## src/core/pdm_pkg.sv

```systemverilog
/*
  Shared constants for the receive head-pointer flags and MAC event summary block:
  register indices, field positions, reset values and pointer geometry.
  Assumes a single pclk domain and an APB master that addresses each register
  at four times its index.
*/
package pdm_pkg;

  // ----------------------------------------
  // Geometry and bus widths
  // ----------------------------------------
  localparam int PDM_PTR_W  = 7;
  localparam int PDM_ADDR_W = 16;
  localparam int PDM_DATA_W = 32;
  localparam int PDM_GRP_W  = 8;
  localparam int PDM_SUM_W  = 5;
  localparam int PDM_EVT_W  = 4;

  // ----------------------------------------
  // Register indices (byte address is four times the index)
  // ----------------------------------------
  localparam logic [15:0] PDM_IDX_HEAD_PTR   = 16'h1A54;
  localparam logic [15:0] PDM_IDX_HEAD_FLAGS = 16'h1A55;
  localparam logic [15:0] PDM_IDX_NEXT_PTR   = 16'h1A56;
  localparam logic [15:0] PDM_IDX_NEXT_FLAGS = 16'h1A57;
  localparam logic [15:0] PDM_IDX_EVT_STAT   = 16'h1A58;
  localparam logic [15:0] PDM_IDX_EVT_MASK   = 16'h1A59;
  localparam logic [15:0] PDM_IDX_SUMMARY    = 16'h1A80;

  // ----------------------------------------
  // Field positions
  // ----------------------------------------
  localparam int PDM_FLD_NO_ROOM = 7;
  localparam int PDM_FLD_PENULT  = 2;
  localparam int PDM_FLD_LAST    = 1;
  localparam int PDM_FLD_WRAP    = 0;

  localparam int PDM_SUM_TX     = 0;
  localparam int PDM_SUM_RX     = 1;
  localparam int PDM_SUM_RX_ERR = 2;
  localparam int PDM_SUM_PM     = 3;
  localparam int PDM_SUM_SOP    = 4;

  localparam int PDM_EVT_HEAD_WRAP = 0;
  localparam int PDM_EVT_NEXT_WRAP = 1;
  localparam int PDM_EVT_NO_ROOM   = 2;
  localparam int PDM_EVT_SUMMARY   = 3;

  // ----------------------------------------
  // Slots and reset values
  // ----------------------------------------
  localparam logic [PDM_PTR_W-1:0] PDM_SLOT_LAST   = 7'h7F;
  localparam logic [PDM_PTR_W-1:0] PDM_SLOT_PENULT = 7'h7E;
  localparam logic [PDM_PTR_W-1:0] PDM_RST_HEAD    = 7'h00;
  localparam logic [PDM_PTR_W-1:0] PDM_RST_NEXT    = 7'h01;
  localparam logic [PDM_PTR_W-1:0] PDM_STEP_ONE    = 7'h01;
  localparam logic [PDM_EVT_W-1:0] PDM_RST_EVT     = 4'h0;
  localparam logic [PDM_SUM_W-1:0] PDM_RST_SUM     = 5'h00;
  localparam logic [PDM_DATA_W-1:0] PDM_RST_DATA   = 32'h0000_0000;

  // Byte address of a register index
  function automatic logic [PDM_ADDR_W-1:0] pdm_byte_addr(input logic [15:0] idx);
    return {idx[13:0], 2'b00};
  endfunction

endpackage

```

## src/core/pdm_event_summary.sv

```systemverilog
/*
  Registered summary of five enabled status groups.
  Assumes group status and enable vectors come from pclk-domain logic.
*/
`timescale 1ns/10ps
module pdm_event_summary
  import pdm_pkg::*;
#(
  parameter int GW = PDM_GRP_W
) (
  // Clock and reset
  input  wire logic                 pclk,
  input  wire logic                 presetn,
  // Group status and enables
  input  wire logic [GW-1:0]        tx_status,
  input  wire logic [GW-1:0]        tx_enable,
  input  wire logic [GW-1:0]        rx_status,
  input  wire logic [GW-1:0]        rx_enable,
  input  wire logic [GW-1:0]        rx_err_status,
  input  wire logic [GW-1:0]        rx_err_enable,
  input  wire logic [GW-1:0]        pm_status,
  input  wire logic [GW-1:0]        pm_enable,
  input  wire logic [GW-1:0]        sop_status,
  input  wire logic [GW-1:0]        sop_enable,
  // Summary
  output logic      [PDM_SUM_W-1:0] summary
);

  logic [PDM_SUM_W-1:0] summary_r;
  logic [PDM_SUM_W-1:0] summary_nxt;

  // Any bit both set and enabled
  function automatic logic any_enabled(input logic [GW-1:0] st, input logic [GW-1:0] en);
    return |(st & en);
  endfunction

  // ----------------------------------------
  // Summary decode
  // ----------------------------------------
  always_comb begin
    summary_nxt                 = PDM_RST_SUM;
    summary_nxt[PDM_SUM_TX]     = any_enabled(tx_status, tx_enable);
    summary_nxt[PDM_SUM_RX]     = any_enabled(rx_status, rx_enable);
    summary_nxt[PDM_SUM_RX_ERR] = any_enabled(rx_err_status, rx_err_enable);
    summary_nxt[PDM_SUM_PM]     = any_enabled(pm_status, pm_enable);
    summary_nxt[PDM_SUM_SOP]    = any_enabled(sop_status, sop_enable);
  end

  always_ff @(posedge pclk or negedge presetn) begin
    if (!presetn) begin
      summary_r <= PDM_RST_SUM;
    end else begin
      summary_r <= summary_nxt;
    end
  end

  assign summary = summary_r;

endmodule

```

## src/core/pdm_ptr_step.sv

```systemverilog
/*
  Modulo-128 pointer advance with wrap toggle.
  Assumes the step is below the RAM depth; purely combinational.
*/
`timescale 1ns/10ps
module pdm_ptr_step
  import pdm_pkg::*;
#(
  parameter int W = PDM_PTR_W
) (
  // Current pointer
  input  wire logic [W-1:0] ptr,
  input  wire logic         wrap,
  input  wire logic [W-1:0] step,
  // Advanced pointer
  output logic      [W-1:0] ptr_nxt,
  output logic              wrap_nxt
);

  logic [W:0] sum;

  // ----------------------------------------
  // Advance and wrap detect
  // ----------------------------------------
  always_comb begin
    sum      = {1'b0, ptr} + {1'b0, step};
    ptr_nxt  = sum[W-1:0];
    wrap_nxt = wrap ^ sum[W];
  end

endmodule

```

## src/core/pdm_rx_ptr_summary.sv

```systemverilog
/*
  Receive head-pointer flags, head-plus-one pointer, MAC event summary and
  a small event interrupt unit, reached over APB.
  Assumes the receive engine and group status registers run on pclk, that
  the read pointer is driven by pclk logic, and an APB master without pstrb.
*/
`timescale 1ns/10ps
module pdm_rx_ptr_summary
  import pdm_pkg::*;
#(
  parameter int PTR_W = PDM_PTR_W,
  parameter int GRP_W = PDM_GRP_W
) (
  // Clock and reset
  input  wire logic                  pclk,
  input  wire logic                  presetn,
  // APB slave
  input  wire logic [PDM_ADDR_W-1:0] paddr,
  input  wire logic                  psel,
  input  wire logic                  penable,
  input  wire logic                  pwrite,
  input  wire logic [PDM_DATA_W-1:0] pwdata,
  output logic      [PDM_DATA_W-1:0] prdata,
  output logic                       pready,
  output logic                       pslverr,
  // Receive engine
  input  wire logic                  head_commit,
  input  wire logic [PTR_W-1:0]      head_commit_len,
  input  wire logic [PTR_W-1:0]      receive_read_pointer,
  output logic      [PTR_W-1:0]      head_pointer,
  output logic      [PTR_W-1:0]      head_next_pointer,
  // Group status and enables
  input  wire logic [GRP_W-1:0]      tx_status,
  input  wire logic [GRP_W-1:0]      tx_enable,
  input  wire logic [GRP_W-1:0]      rx_status,
  input  wire logic [GRP_W-1:0]      rx_enable,
  input  wire logic [GRP_W-1:0]      rx_err_status,
  input  wire logic [GRP_W-1:0]      rx_err_enable,
  input  wire logic [GRP_W-1:0]      pm_status,
  input  wire logic [GRP_W-1:0]      pm_enable,
  input  wire logic [GRP_W-1:0]      sop_status,
  input  wire logic [GRP_W-1:0]      sop_enable,
  // Event outputs
  output logic                       mac_event_line,
  output logic                       irq
);

  // ----------------------------------------
  // Declarations
  // ----------------------------------------
  logic [PTR_W-1:0]      head_ptr_r;
  logic                  head_wrap_r;
  logic [PTR_W-1:0]      next_ptr_r;
  logic                  next_wrap_r;
  logic [PDM_EVT_W-1:0]  evt_stat_r;
  logic [PDM_EVT_W-1:0]  evt_mask_r;
  logic [PDM_EVT_W-1:0]  evt_stat_nxt;
  logic [PDM_EVT_W-1:0]  evt_set;
  logic [PDM_DATA_W-1:0] prdata_r;
  logic                  pready_r;
  logic                  pslverr_r;
  logic                  irq_r;
  logic                  mac_line_r;
  logic                  no_room_q;
  logic                  mac_line_q;

  logic [PDM_SUM_W-1:0]  summary;
  logic [PTR_W-1:0]      head_step_ptr;
  logic                  head_step_wrap;
  logic [PTR_W-1:0]      next_step_ptr;
  logic                  next_step_wrap;

  logic                  setup_phase;
  logic                  wr_take;
  logic                  wr_head_ptr;
  logic                  wr_head_flags;
  logic                  wr_next_ptr;
  logic                  wr_next_flags;
  logic                  wr_evt_stat;
  logic                  wr_evt_mask;
  logic                  sw_ptr_write;
  logic                  hw_step;

  logic                  header_space_lacking;
  logic                  head_at_penultimate_slot;
  logic                  head_at_last_slot;
  logic [PDM_DATA_W-1:0] rd_data;
  logic                  rd_known;

  // Address match against a register index
  function automatic logic addr_is(input logic [PDM_ADDR_W-1:0] a, input logic [15:0] idx);
    return a == pdm_byte_addr(idx);
  endfunction

  // ----------------------------------------
  // Submodules
  // ----------------------------------------
  pdm_ptr_step #(
    .W        (PTR_W)
  ) u_head_step (
    .ptr      (head_ptr_r),
    .wrap     (head_wrap_r),
    .step     (head_commit_len),
    .ptr_nxt  (head_step_ptr),
    .wrap_nxt (head_step_wrap)
  );

  pdm_ptr_step #(
    .W        (PTR_W)
  ) u_next_step (
    .ptr      (next_ptr_r),
    .wrap     (next_wrap_r),
    .step     (head_commit_len),
    .ptr_nxt  (next_step_ptr),
    .wrap_nxt (next_step_wrap)
  );

  pdm_event_summary #(
    .GW            (GRP_W)
  ) u_summary (
    .pclk          (pclk),
    .presetn       (presetn),
    .tx_status     (tx_status),
    .tx_enable     (tx_enable),
    .rx_status     (rx_status),
    .rx_enable     (rx_enable),
    .rx_err_status (rx_err_status),
    .rx_err_enable (rx_err_enable),
    .pm_status     (pm_status),
    .pm_enable     (pm_enable),
    .sop_status    (sop_status),
    .sop_enable    (sop_enable),
    .summary       (summary)
  );

  // ----------------------------------------
  // Write decode
  // ----------------------------------------
  assign setup_phase   = psel & ~penable;
  assign wr_take       = psel & penable & pready_r & pwrite;
  assign wr_head_ptr   = wr_take & addr_is(paddr, PDM_IDX_HEAD_PTR);
  assign wr_head_flags = wr_take & addr_is(paddr, PDM_IDX_HEAD_FLAGS);
  assign wr_next_ptr   = wr_take & addr_is(paddr, PDM_IDX_NEXT_PTR);
  assign wr_next_flags = wr_take & addr_is(paddr, PDM_IDX_NEXT_FLAGS);
  assign wr_evt_stat   = wr_take & addr_is(paddr, PDM_IDX_EVT_STAT);
  assign wr_evt_mask   = wr_take & addr_is(paddr, PDM_IDX_EVT_MASK);
  assign sw_ptr_write  = wr_head_ptr | wr_head_flags | wr_next_ptr | wr_next_flags;
  // Software write wins over a commit in the same cycle
  assign hw_step       = head_commit & ~sw_ptr_write;

  // ----------------------------------------
  // Head pointer and wrap
  // ----------------------------------------
  always_ff @(posedge pclk or negedge presetn) begin
    if (!presetn) begin
      head_ptr_r <= PDM_RST_HEAD;
    end else if (wr_head_ptr) begin
      head_ptr_r <= pwdata[PTR_W-1:0];
    end else if (hw_step) begin
      head_ptr_r <= head_step_ptr;
    end
  end

  always_ff @(posedge pclk or negedge presetn) begin
    if (!presetn) begin
      head_wrap_r <= 1'b0;
    end else if (wr_head_flags) begin
      head_wrap_r <= pwdata[PDM_FLD_WRAP];
    end else if (hw_step) begin
      head_wrap_r <= head_step_wrap;
    end
  end

  // ----------------------------------------
  // Head-plus-one pointer and wrap
  // ----------------------------------------
  always_ff @(posedge pclk or negedge presetn) begin
    if (!presetn) begin
      next_ptr_r <= PDM_RST_NEXT;
    end else if (wr_next_ptr) begin
      next_ptr_r <= pwdata[PTR_W-1:0];
    end else if (hw_step) begin
      next_ptr_r <= next_step_ptr;
    end
  end

  always_ff @(posedge pclk or negedge presetn) begin
    if (!presetn) begin
      next_wrap_r <= 1'b0;
    end else if (wr_next_flags) begin
      next_wrap_r <= pwdata[PDM_FLD_WRAP];
    end else if (hw_step) begin
      next_wrap_r <= next_step_wrap;
    end
  end

  // ----------------------------------------
  // Slot and space flags
  // ----------------------------------------
  always_comb begin
    head_at_last_slot        = head_ptr_r == PDM_SLOT_LAST;
    head_at_penultimate_slot = head_ptr_r == PDM_SLOT_PENULT;
    header_space_lacking     = (head_ptr_r == receive_read_pointer) |
                               (next_ptr_r == receive_read_pointer);
  end

  // ----------------------------------------
  // Event status, mask and interrupt
  // ----------------------------------------
  always_comb begin
    evt_set                    = PDM_RST_EVT;
    evt_set[PDM_EVT_HEAD_WRAP] = hw_step & (head_step_wrap ^ head_wrap_r);
    evt_set[PDM_EVT_NEXT_WRAP] = hw_step & (next_step_wrap ^ next_wrap_r);
    evt_set[PDM_EVT_NO_ROOM]   = header_space_lacking & ~no_room_q;
    evt_set[PDM_EVT_SUMMARY]   = mac_line_r & ~mac_line_q;
    evt_stat_nxt               = evt_stat_r;
    if (wr_evt_stat) begin
      evt_stat_nxt = evt_stat_r & ~pwdata[PDM_EVT_W-1:0];
    end
    // Set wins over a clear in the same cycle
    evt_stat_nxt = evt_stat_nxt | evt_set;
  end

  always_ff @(posedge pclk or negedge presetn) begin
    if (!presetn) begin
      evt_stat_r <= PDM_RST_EVT;
    end else begin
      evt_stat_r <= evt_stat_nxt;
    end
  end

  always_ff @(posedge pclk or negedge presetn) begin
    if (!presetn) begin
      evt_mask_r <= PDM_RST_EVT;
    end else if (wr_evt_mask) begin
      evt_mask_r <= pwdata[PDM_EVT_W-1:0];
    end
  end

  always_ff @(posedge pclk or negedge presetn) begin
    if (!presetn) begin
      no_room_q  <= 1'b0;
      mac_line_q <= 1'b0;
    end else begin
      no_room_q  <= header_space_lacking;
      mac_line_q <= mac_line_r;
    end
  end

  always_ff @(posedge pclk or negedge presetn) begin
    if (!presetn) begin
      irq_r <= 1'b0;
    end else begin
      irq_r <= |(evt_stat_nxt & evt_mask_r);
    end
  end

  // ----------------------------------------
  // MAC event line
  // ----------------------------------------
  always_ff @(posedge pclk or negedge presetn) begin
    if (!presetn) begin
      mac_line_r <= 1'b0;
    end else begin
      mac_line_r <= |summary;
    end
  end

  // ----------------------------------------
  // Read mux
  // ----------------------------------------
  always_comb begin
    rd_data  = PDM_RST_DATA;
    rd_known = 1'b1;
    if (addr_is(paddr, PDM_IDX_HEAD_PTR)) begin
      rd_data[PTR_W-1:0] = head_ptr_r;
    end else if (addr_is(paddr, PDM_IDX_HEAD_FLAGS)) begin
      rd_data[PDM_FLD_NO_ROOM] = header_space_lacking;
      rd_data[PDM_FLD_PENULT]  = head_at_penultimate_slot;
      rd_data[PDM_FLD_LAST]    = head_at_last_slot;
      rd_data[PDM_FLD_WRAP]    = head_wrap_r;
    end else if (addr_is(paddr, PDM_IDX_NEXT_PTR)) begin
      rd_data[PTR_W-1:0] = next_ptr_r;
    end else if (addr_is(paddr, PDM_IDX_NEXT_FLAGS)) begin
      rd_data[PDM_FLD_WRAP] = next_wrap_r;
    end else if (addr_is(paddr, PDM_IDX_EVT_STAT)) begin
      rd_data[PDM_EVT_W-1:0] = evt_stat_r;
    end else if (addr_is(paddr, PDM_IDX_EVT_MASK)) begin
      rd_data[PDM_EVT_W-1:0] = evt_mask_r;
    end else if (addr_is(paddr, PDM_IDX_SUMMARY)) begin
      // Read only; writes here are accepted and dropped
      rd_data[PDM_SUM_W-1:0] = summary;
    end else begin
      rd_known = 1'b0;
    end
  end

  // ----------------------------------------
  // APB answer
  // ----------------------------------------
  always_ff @(posedge pclk or negedge presetn) begin
    if (!presetn) begin
      pready_r <= 1'b0;
    end else begin
      pready_r <= setup_phase;
    end
  end

  always_ff @(posedge pclk or negedge presetn) begin
    if (!presetn) begin
      pslverr_r <= 1'b0;
    end else begin
      pslverr_r <= setup_phase & ~rd_known;
    end
  end

  always_ff @(posedge pclk or negedge presetn) begin
    if (!presetn) begin
      prdata_r <= PDM_RST_DATA;
    end else if (setup_phase & ~pwrite) begin
      prdata_r <= rd_data;
    end
  end

  // ----------------------------------------
  // Outputs
  // ----------------------------------------
  assign prdata            = prdata_r;
  assign pready            = pready_r;
  assign pslverr           = pslverr_r;
  assign head_pointer      = head_ptr_r;
  assign head_next_pointer = next_ptr_r;
  assign mac_event_line    = mac_line_r;
  assign irq               = irq_r;

endmodule

```

## config.mk

```make
export PLATFORM = sky130hd
export DESIGN_NAME = pdm_rx_ptr_summary
export DESIGN_NICKNAME = d
export VERILOG_FILES = /design/src/core/pdm_pkg.sv /design/src/core/pdm_event_summary.sv /design/src/core/pdm_ptr_step.sv /design/src/core/pdm_rx_ptr_summary.sv
export SDC_FILE = /design/constraint.sdc
export NUM_CORES = 1
export LEC_CHECK = 0
export ABC_AREA = 1
export BUFFER_PORTS_ARGS = -buffer_cell sky130_fd_sc_hd__buf_2
export CAP_MARGIN = 20
export CORE_UTILIZATION = 42
export CTS_CLUSTER_DIAMETER = 120
export DETAILED_ROUTE_END_ITERATION = 10
export PLACE_DENSITY_LB_ADDON = 0.3
export SYNTH_ARGS = -nofsm -noshare
export SYNTH_HDL_FRONTEND = slang
export SYNTH_HIERARCHICAL = 1
export SYNTH_SLANG_ARGS = --single-unit
```

## constraint.sdc

```tcl
create_clock -name pclk -period 1.8 [get_ports pclk]
set_input_delay 0 -clock pclk [delete_from_list [all_inputs] [get_ports pclk]]
set_output_delay 0 -clock pclk [all_outputs]
set_load 0.02 [all_outputs]
```

==> flow_summary_export.csv, run 1 <==
group,metric,value,unit
status,status,"complete, but fails checks",
status,violations,"negative hold slack, negative setup slack",
place,port_buffers,148,
worst_setup_path,critPathSlowestCell,"dlygate4sd3_1",
grt,grt_most_used_layer,"met2",
place,dp_hpwl,9140,µm
pwr,powerDensity,1020,nW/µm²
floorplanning,die_x,96.7,µm
sta,fmax,537,MHz
hold_path,hp-class,"in -> reg",
worst_setup_path,r2r-start,"head_next_pointer[0]$_DFFE_PN1P_",
grt,grt_use_met1,33.1,%
grt,grt_max_degree,28,
worst_setup_path,worst-path-stages,8,
detailed_routing,avgRoutedWirePerCell,14.2,µm
synth,synth_area_per_cell,6.75,µm²
cts,cts_tree,"done",
worst_setup_path,critPathLaunch,"sop_enable[6]",
cts,clockBufferDepth,2,
cts,cts-root-buf,"clkbuf_8",
worst_setup_path,critPathArrivalTime,2.06,ns
sta,setup_violations,2,
worst_setup_path,worst-path-buf-inv,4,
synth,syn_inst,558,
place,gp_congestion,0.972,
grt,grtUsageMet3,3.97,%
worst_setup_path,critPathKind,"in -> reg",
worst_setup_path,critPathLaunchType,"input pin",
worst_setup_path,required,1.99,ns
detailed_routing,wl,12700,µm
detailed_routing,drtAntennaViolNets,0,
detailed_routing,vias,4410,
grt,grt_overflow,0,
worst_setup_path,crit_path_max_fanout,1,
flow_run,maxCapViolCount,0,
detailed_routing,vias_per_cell,4.92,
grt,met2_usage,50.2,%
sta,layout_setup_ws,-0.0636,ns
synth,yosysWarnings,6,
sta,final_hold_viol_count,2,
final_layout,area_growth,46.4,%
pwr,peakVddDrop,0.447,mV
worst_setup_path,crit_family,"buffers and inverters",
floorplanning,start_util,43.2,%
grt,grt_use_total,27.5,%
hold_path,holdCritStartpoint,"rx_enable[4]",
sta,setup_tns,-0.0738,ns
final_layout,fin_nets,951,
cts,cts_buffers,5,
synth,synth.cell_area,3770,µm²
floorplanning,core_area,8720,µm²
grt,grt_pass1_wl,20600,µm
cts,path_clk_slew,0.08,ns
grt,grt_pass1_vias,4392,
floorplanning,dieArea,9350,µm²
final_layout,n_antenna_cell,0,
final_layout,layout-drive-gt1-share,34.1,%
worst_setup_path,crit_path_end_kind,"flip-flop",
worst_setup_path,critPathMaxStageDelay,0.56,ns
detailed_routing,drtIter0Drc,214,
pwr,p_leak,3.06,nW
floorplanning,io_pins,198,
detailed_routing,drc,0,
sta,grt_setup_unrepaired,"true",
hold_path,holdPathStages,5,
sta,slew_violations,0,
sta,hold_ws,-0.00627,ns
worst_setup_path,path_cells,"dlygate4sd3_1 -> buf_2 -> nand2_1 -> dlygate4sd3_1 -> nand2_1 -> dlygate4sd3_1 -> nor2_1 -> nand2_1",
synth,synth_top_flop_cell,"dfrtp_1",
synth,async_reset_ff_share,100,%
cts,clk_latency,0.30,ns
sta,post-route-period-util,104,%
cts,clkSinkCount,43,
cts,htree_num_levels,2,
synth,synth_edf_count,0,
final_layout,final_common_cell,"nand2_1",
grt,antenna_found_initial,0,
synth,synth-seq-cells,43,
floorplanning,placementRows,34,
synth,synth_cell_types,41,
sta,finalCriticalPeriod,1.86,ns
worst_setup_path,r2r_cells,12,
synth,yosysSeqAreaShare,28.6,%
final_layout,final_cell_mix,"nand2_1, buf_2, inv_1, dlygate4sd3_1, dfrtp_1",
floorplanning,dieHeight,96.7,µm
detailed_routing,first_pass_iters,5,
sta,fin_skew,0.00261,ns
-- cell usage after synthesis, types with 3 or more instances --
library cell / count / share of area, %
a21oi_1: 7 / 0.93
buf_4: 25 / 5.0
dfrtp_1: 42 / 28
ha_1: 14 / 4.6
inv_1: 57 / 5.7
inv_2: 4 / 0.40
nand2_1: 222 / 22
nand2_2: 5 / 0.83
nand2_4: 3 / 0.90
nand3_1: 38 / 5.0
nand3_2: 5 / 1.3
nand4_1: 10 / 1.7
nor2_1: 33 / 3.3
nor2_2: 6 / 1.0
nor2_4: 3 / 0.90
o21ai_0: 23 / 3.1
o21ai_1: 8 / 1.1
xnor2_1: 18 / 4.2
xor2_1: 4 / 0.93
-- state kept, by name, indices dropped and copies added, names as in the netlist --
signal             flops
mac_line_q             1
mac_event_line         1
evt_mask_r             4
next_wrap_r            1
evt_stat_r             4
u_summary/summary      5
prdata                 8
no_room_q              1
head_next_pointer      7
head_wrap_r            1
irq                    1
head_pointer           7
pready                 1
pslverr                1
-- cell type report --
type	count	area, µm²
clock buffer	7	86.3
fill	750	3210
timing repair buffer	228	1470
tap	108	135
inverter	63	236
clock inverter	1	8.76
sequential	43	1080
multi-input combinational	446	2490
-- worst paths after layout --
kind	endpoint	slack (ns)
min	u_summary/summary[1]$_DFF_PN0_	-0.006
min in group asynchronous	head_next_pointer[5]$_DFFE_PN0P_	0.18
max in group asynchronous	pready$_DFF_PN0_	1.12
max reg2reg	head_next_pointer[6]$_DFFE_PN0P_	-0.01
max	u_summary/summary[4]$_DFF_PN0_	-0.06
min reg2reg	mac_line_q$_DFF_PN0_	0.40
-- worst min-delay path: cells and delay by family --
family / cells / cell delay, ns
simple gates: 4 / 0.18
buf+inv: 1 / 0.08
-- where the power goes --
part | leakage [nW] | internal, W | switching (W)
registers | 0.513 | 0.00117 | 0.000172
clock network | 0.0484 | 0.000315 | 0.000355
logic | 2.49 | 0.00164 | 0.00195
total | 3.06 | 0.00312 | 0.00248
-- kinds of logic after synthesis --
family | count (synthesis) | share of synthesized area (%)
XOR/XNOR | 22 | 5.11
flip-flops | 43 | 28.6
AND/OR/NAND/NOR | 340 | 41.7
buffers and inverters | 92 | 12.2
other | 1 | 0.0995
AO/OA/AOI/OAI | 44 | 6.54
adder cells (fa/ha/maj) | 16 | 5.71
-- per-layer routing --
metal  up-vias  wire, µm
li1       2160         -
met1      2017      5140
met2       209      6480
met3        24       833
met4         0       287
met5         -         0
-- stage by stage --
stage	setup slack (ns)	utilization, %	cell area [µm²]	instances	power (W)
finish	-0.0636	63.2	5520	896	0.00560
global route	-0.142	63.2	5520	896	0.00608
CTS	0.00220	62.1	5420	898	0.00532
detailed placement	0.0129	55.0	4790	837	0.00454
global placement	0.0505	55.0	4790	837	0.00445
floorplan	0.00103	-	3910	581	0.00345
-- timing repair --
| item | 4_1_cts | 5_1_grt |
|---|---|---|
| hold buffers | 53 | 0 |
| hold endpoints to repair | 50 | 0 |
| buffers inserted | 0 | 8 |
| setup endpoints to repair | 0 | 11 |
| gates resized for setup | 0 | 27 |
(Power assumes the default switching activity.)
==> run 2: changes to the inputs <==
- ABC_AREA: 1 -> not set
- CORE_MARGIN: not set -> 3
- CORE_UTILIZATION: 42 -> 41
==> flow_summary_export.csv, run 2 <==
group,metric,value,unit
final_layout,final_cell_mix,"buf_2, buf_4, dfrtp_1, conb_1",
floorplanning,start_util,43.3,%
detailed_routing,avgRoutedWirePerCell,17.4,µm
worst_setup_path,crit_path_end_kind,"flip-flop",
cts,cts_tree,"done",
pwr,switchingPower,0.00266,W
final_layout,fin_nets,781,
sta,post-route-period-util,122,%
worst_setup_path,critPathKind,"reg -> reg",
grt,antenna_found_initial,0,
sta,finalCriticalPeriod,2.19,ns
sta,worst_pin_slew,0.564,ns
floorplanning,dieHeight,97.5,µm
synth,synth_top_flop_cell,"dfrtp_1",
cts,cts-root-buf,"clkbuf_8",
pwr,total_power,0.00623,W
pwr,p_leak,2.43,nW
final_layout,area_growth,53.2,%
worst_setup_path,required,1.98,ns
floorplanning,io_pins,198,
sta,setup_violations,10,
synth,synth_area_per_cell,8.99,µm²
pwr,combPwrFrac,66.6,%
cts,path_clk_slew,0.10,ns
pwr,peakVddDrop,0.576,mV
sta,layout_setup_ws,-0.393,ns
sta,fin_skew,0.0114,ns
synth,synth_area_leaders,"dfrtp_1, xnor2_1, buf_4",
final_layout,ff_latch_area,1090,µm²
worst_setup_path,path_cells,"ha_4 -> a21oi_2 -> nor2b_2 -> a311oi_2 -> a21oi_2 -> xor2_2 -> xnor2_2 -> o22ai_1 -> a22oi_1 -> nand4_1",
worst_setup_path,critPathArrivalTime,2.37,ns
synth,yosysWarnings,6,
final_layout,layout-drive-gt1-share,50.0,%
pwr,seq_power_share,22.4,%
detailed_routing,vias,4044,
sta,slew_violations,0,
synth,async_reset_ff_share,100,%
final_layout,n_antenna_cell,0,
sta,setup_tns,-1.79,ns
pwr,powerDensity,1190,nW/µm²
synth,netlist.area_leader.share,30.6,%
final_layout,stdcell_area,5260,µm²
worst_setup_path,critical_path.most_common_cell,"a21oi_2",
synth,synth_edf_count,0,
pwr,p_clk_share,11.0,%
final_layout,n_fill_cell,648,
cts,clkSinkCount,43,
synth,synth.cell_area,3430,µm²
detailed_routing,drtAntennaViolNets,0,
floorplanning,core_area,7930,µm²
status,violations,"negative setup slack",
grt,grt_max_degree,26,
place,dp.cells,686,
cts,cts_buffers,5,
place,placed_area,4810,µm²
status,status,"complete, but fails checks",
grt,grt_pass1_vias,4029,
synth,synth-seq-cells,43,
synth,yosysMostFrequentCell,"dfrtp_1",
hold_path,hp-class,"in -> reg",
worst_setup_path,crit_family,"compound AO/OA/AOI/OAI gates",
sta,final_hold_viol_count,0,
place,port_buffers,148,
detailed_routing,drc,0,
synth,synth.top_cells.by_count,"dfrtp_1, buf_4, a21oi_1, a22oi_1, nand2_1",
sta,fmax,456,MHz
place,gp_congestion,0.944,
worst_setup_path,worst-path-buf-inv,0,
final_layout,largest_reg_flops,8,
floorplanning,die_x,97.5,µm
grt,grt_pass1_wl,19500,µm
final_layout,multi_input_area,2390,µm²
sta,grt_setup_unrepaired,"true",
grt,grt_use_total,25.1,%
final_layout,stdcell_count,720,
cts,clk_latency,0.31,ns
final_layout,final_common_cell,"buf_2",
pwr,netSwitchingFraction,42.6,%
cts,htree_num_levels,2,
cts,clockBufferDepth,2,
detailed_routing,first_pass_iters,6,
worst_setup_path,critPathSlowestCell,"dfrtp_2",
place,pre_cts_ws,-0.338,ns
synth,syn_inst,382,
place,dp_hpwl,9680,µm
sta,slew_headroom,62.4,%
floorplanning,dieArea,9510,µm²
floorplanning,placementRows,32,
worst_setup_path,critPathLaunchType,"flip-flop",
detailed_routing,wl,12500,µm
pwr,p_int,0.00358,W
worst_setup_path,critPathMaxStageDelay,0.44,ns
grt,grt_overflow,0,
flow_run,maxCapViolCount,0,
synth,yosysSeqAreaShare,31.4,%
worst_setup_path,crit_path_max_fanout,2,
synth,synth_top_area_cell,"dfrtp_1",
detailed_routing,drtIter0Drc,355,
synth,synth_cell_types,64,
detailed_routing,vias_per_cell,5.62,
run 2: cell count changes after synthesis, moves of 6 or more:
cell	before	now
nor2_1	33	19
o22a_1	0	10
nor2_2	6	0
nand2_1	222	23
o21a_1	0	11
nand3_1	38	20
a22oi_1	0	23
clkbuf_1	0	7
inv_1	57	19
o21ai_1	8	0
a21oi_1	7	23
o21ai_0	23	14
nor2b_1	0	6
run 2: worst register-to-register path: cells and delay by family (launching register included):
family	cells	cell delay, ns
flip-flops	1	0.44
XOR/XNOR	2	0.38
AND/OR/NAND/NOR	2	0.17
adder cells (fa/ha/maj)	1	0.22
AO/OA/AOI/OAI	5	0.83
run 2: worst paths after layout:
check | from | end | slack, ns | cells after the start
setup / recovery | head_pointer[1]$_DFFE_PN0P_ | irq$_DFF_PN0_ | -0.39 | 10
hold / removal | pwdata[4] | head_pointer[4]$_DFFE_PN0P_ | 0.01 | 3
setup reg to reg | head_pointer[1]$_DFFE_PN0P_ | irq$_DFF_PN0_ | -0.39 | 10
hold reg to reg | mac_event_line$_DFF_PN0_ | mac_line_q$_DFF_PN0_ | 0.43 | 0
max in group asynchronous | presetn | head_next_pointer[0]$_DFFE_PN1P_ | 0.94 | 3
min in group asynchronous | presetn | head_wrap_r$_DFFE_PN0P_ | 0.21 | 2
run 2: cell type report:
class                           instances  area share, %
Clock inverter                          3          0.500
Sequential cell                        43           20.7
Clock buffer                            5           1.31
Timing Repair Buffer                  241           28.2
Multi-Input combinational cell        307           45.5
Tap cell                              102           2.43
Inverter                               19           1.40
run 2: routing by layer:
metal,up-vias,wire [µm],track usage [%]
li1,1854,-,-
met1,1886,4830,30.6
met2,265,6340,45.5
met3,39,984,4.24
met4,0,348,6.50
met5,-,0,0
run 2: timing repair:
action                                  in CTS  in global routing
pin swaps                                   22                 25
hold buffers                                18                  1
endpoints found under the hold margin       29                  1
setup buffers                               14                  9
resized for setup                            8                 21
endpoints found under the setup margin       9                 16
run 2: logic make-up after synthesis:
group	share of synthesized area [%]
flip-flops	31.4
XOR/XNOR	6.12
buffers and inverters	8.96
other	0.109
multiplexers	2.77
adder cells (fa/ha/maj)	6.27
AND/OR/NAND/NOR	21.2
AO/OA/AOI/OAI	23.1
run 2: power groups by stage:
stage	clock [W]	combinational, W	sequential (W)
finish	0.000685	0.00415	0.00140
global route	0.000736	0.00444	0.00142
CTS	0.000697	0.00379	0.00138
detailed placement	0	0.00341	0.00140
global placement	0	0.00331	0.00138
floorplan	0	0.00182	0.00169
run 2: stage by stage:
step	hold WS [ns]	utilization [%]
finish	0.0123	66.4
global route	0.0248	66.4
CTS	0.00206	65.5
detailed placement	0.0165	60.7
global placement	0.0187	60.7
floorplan	-0.296	-
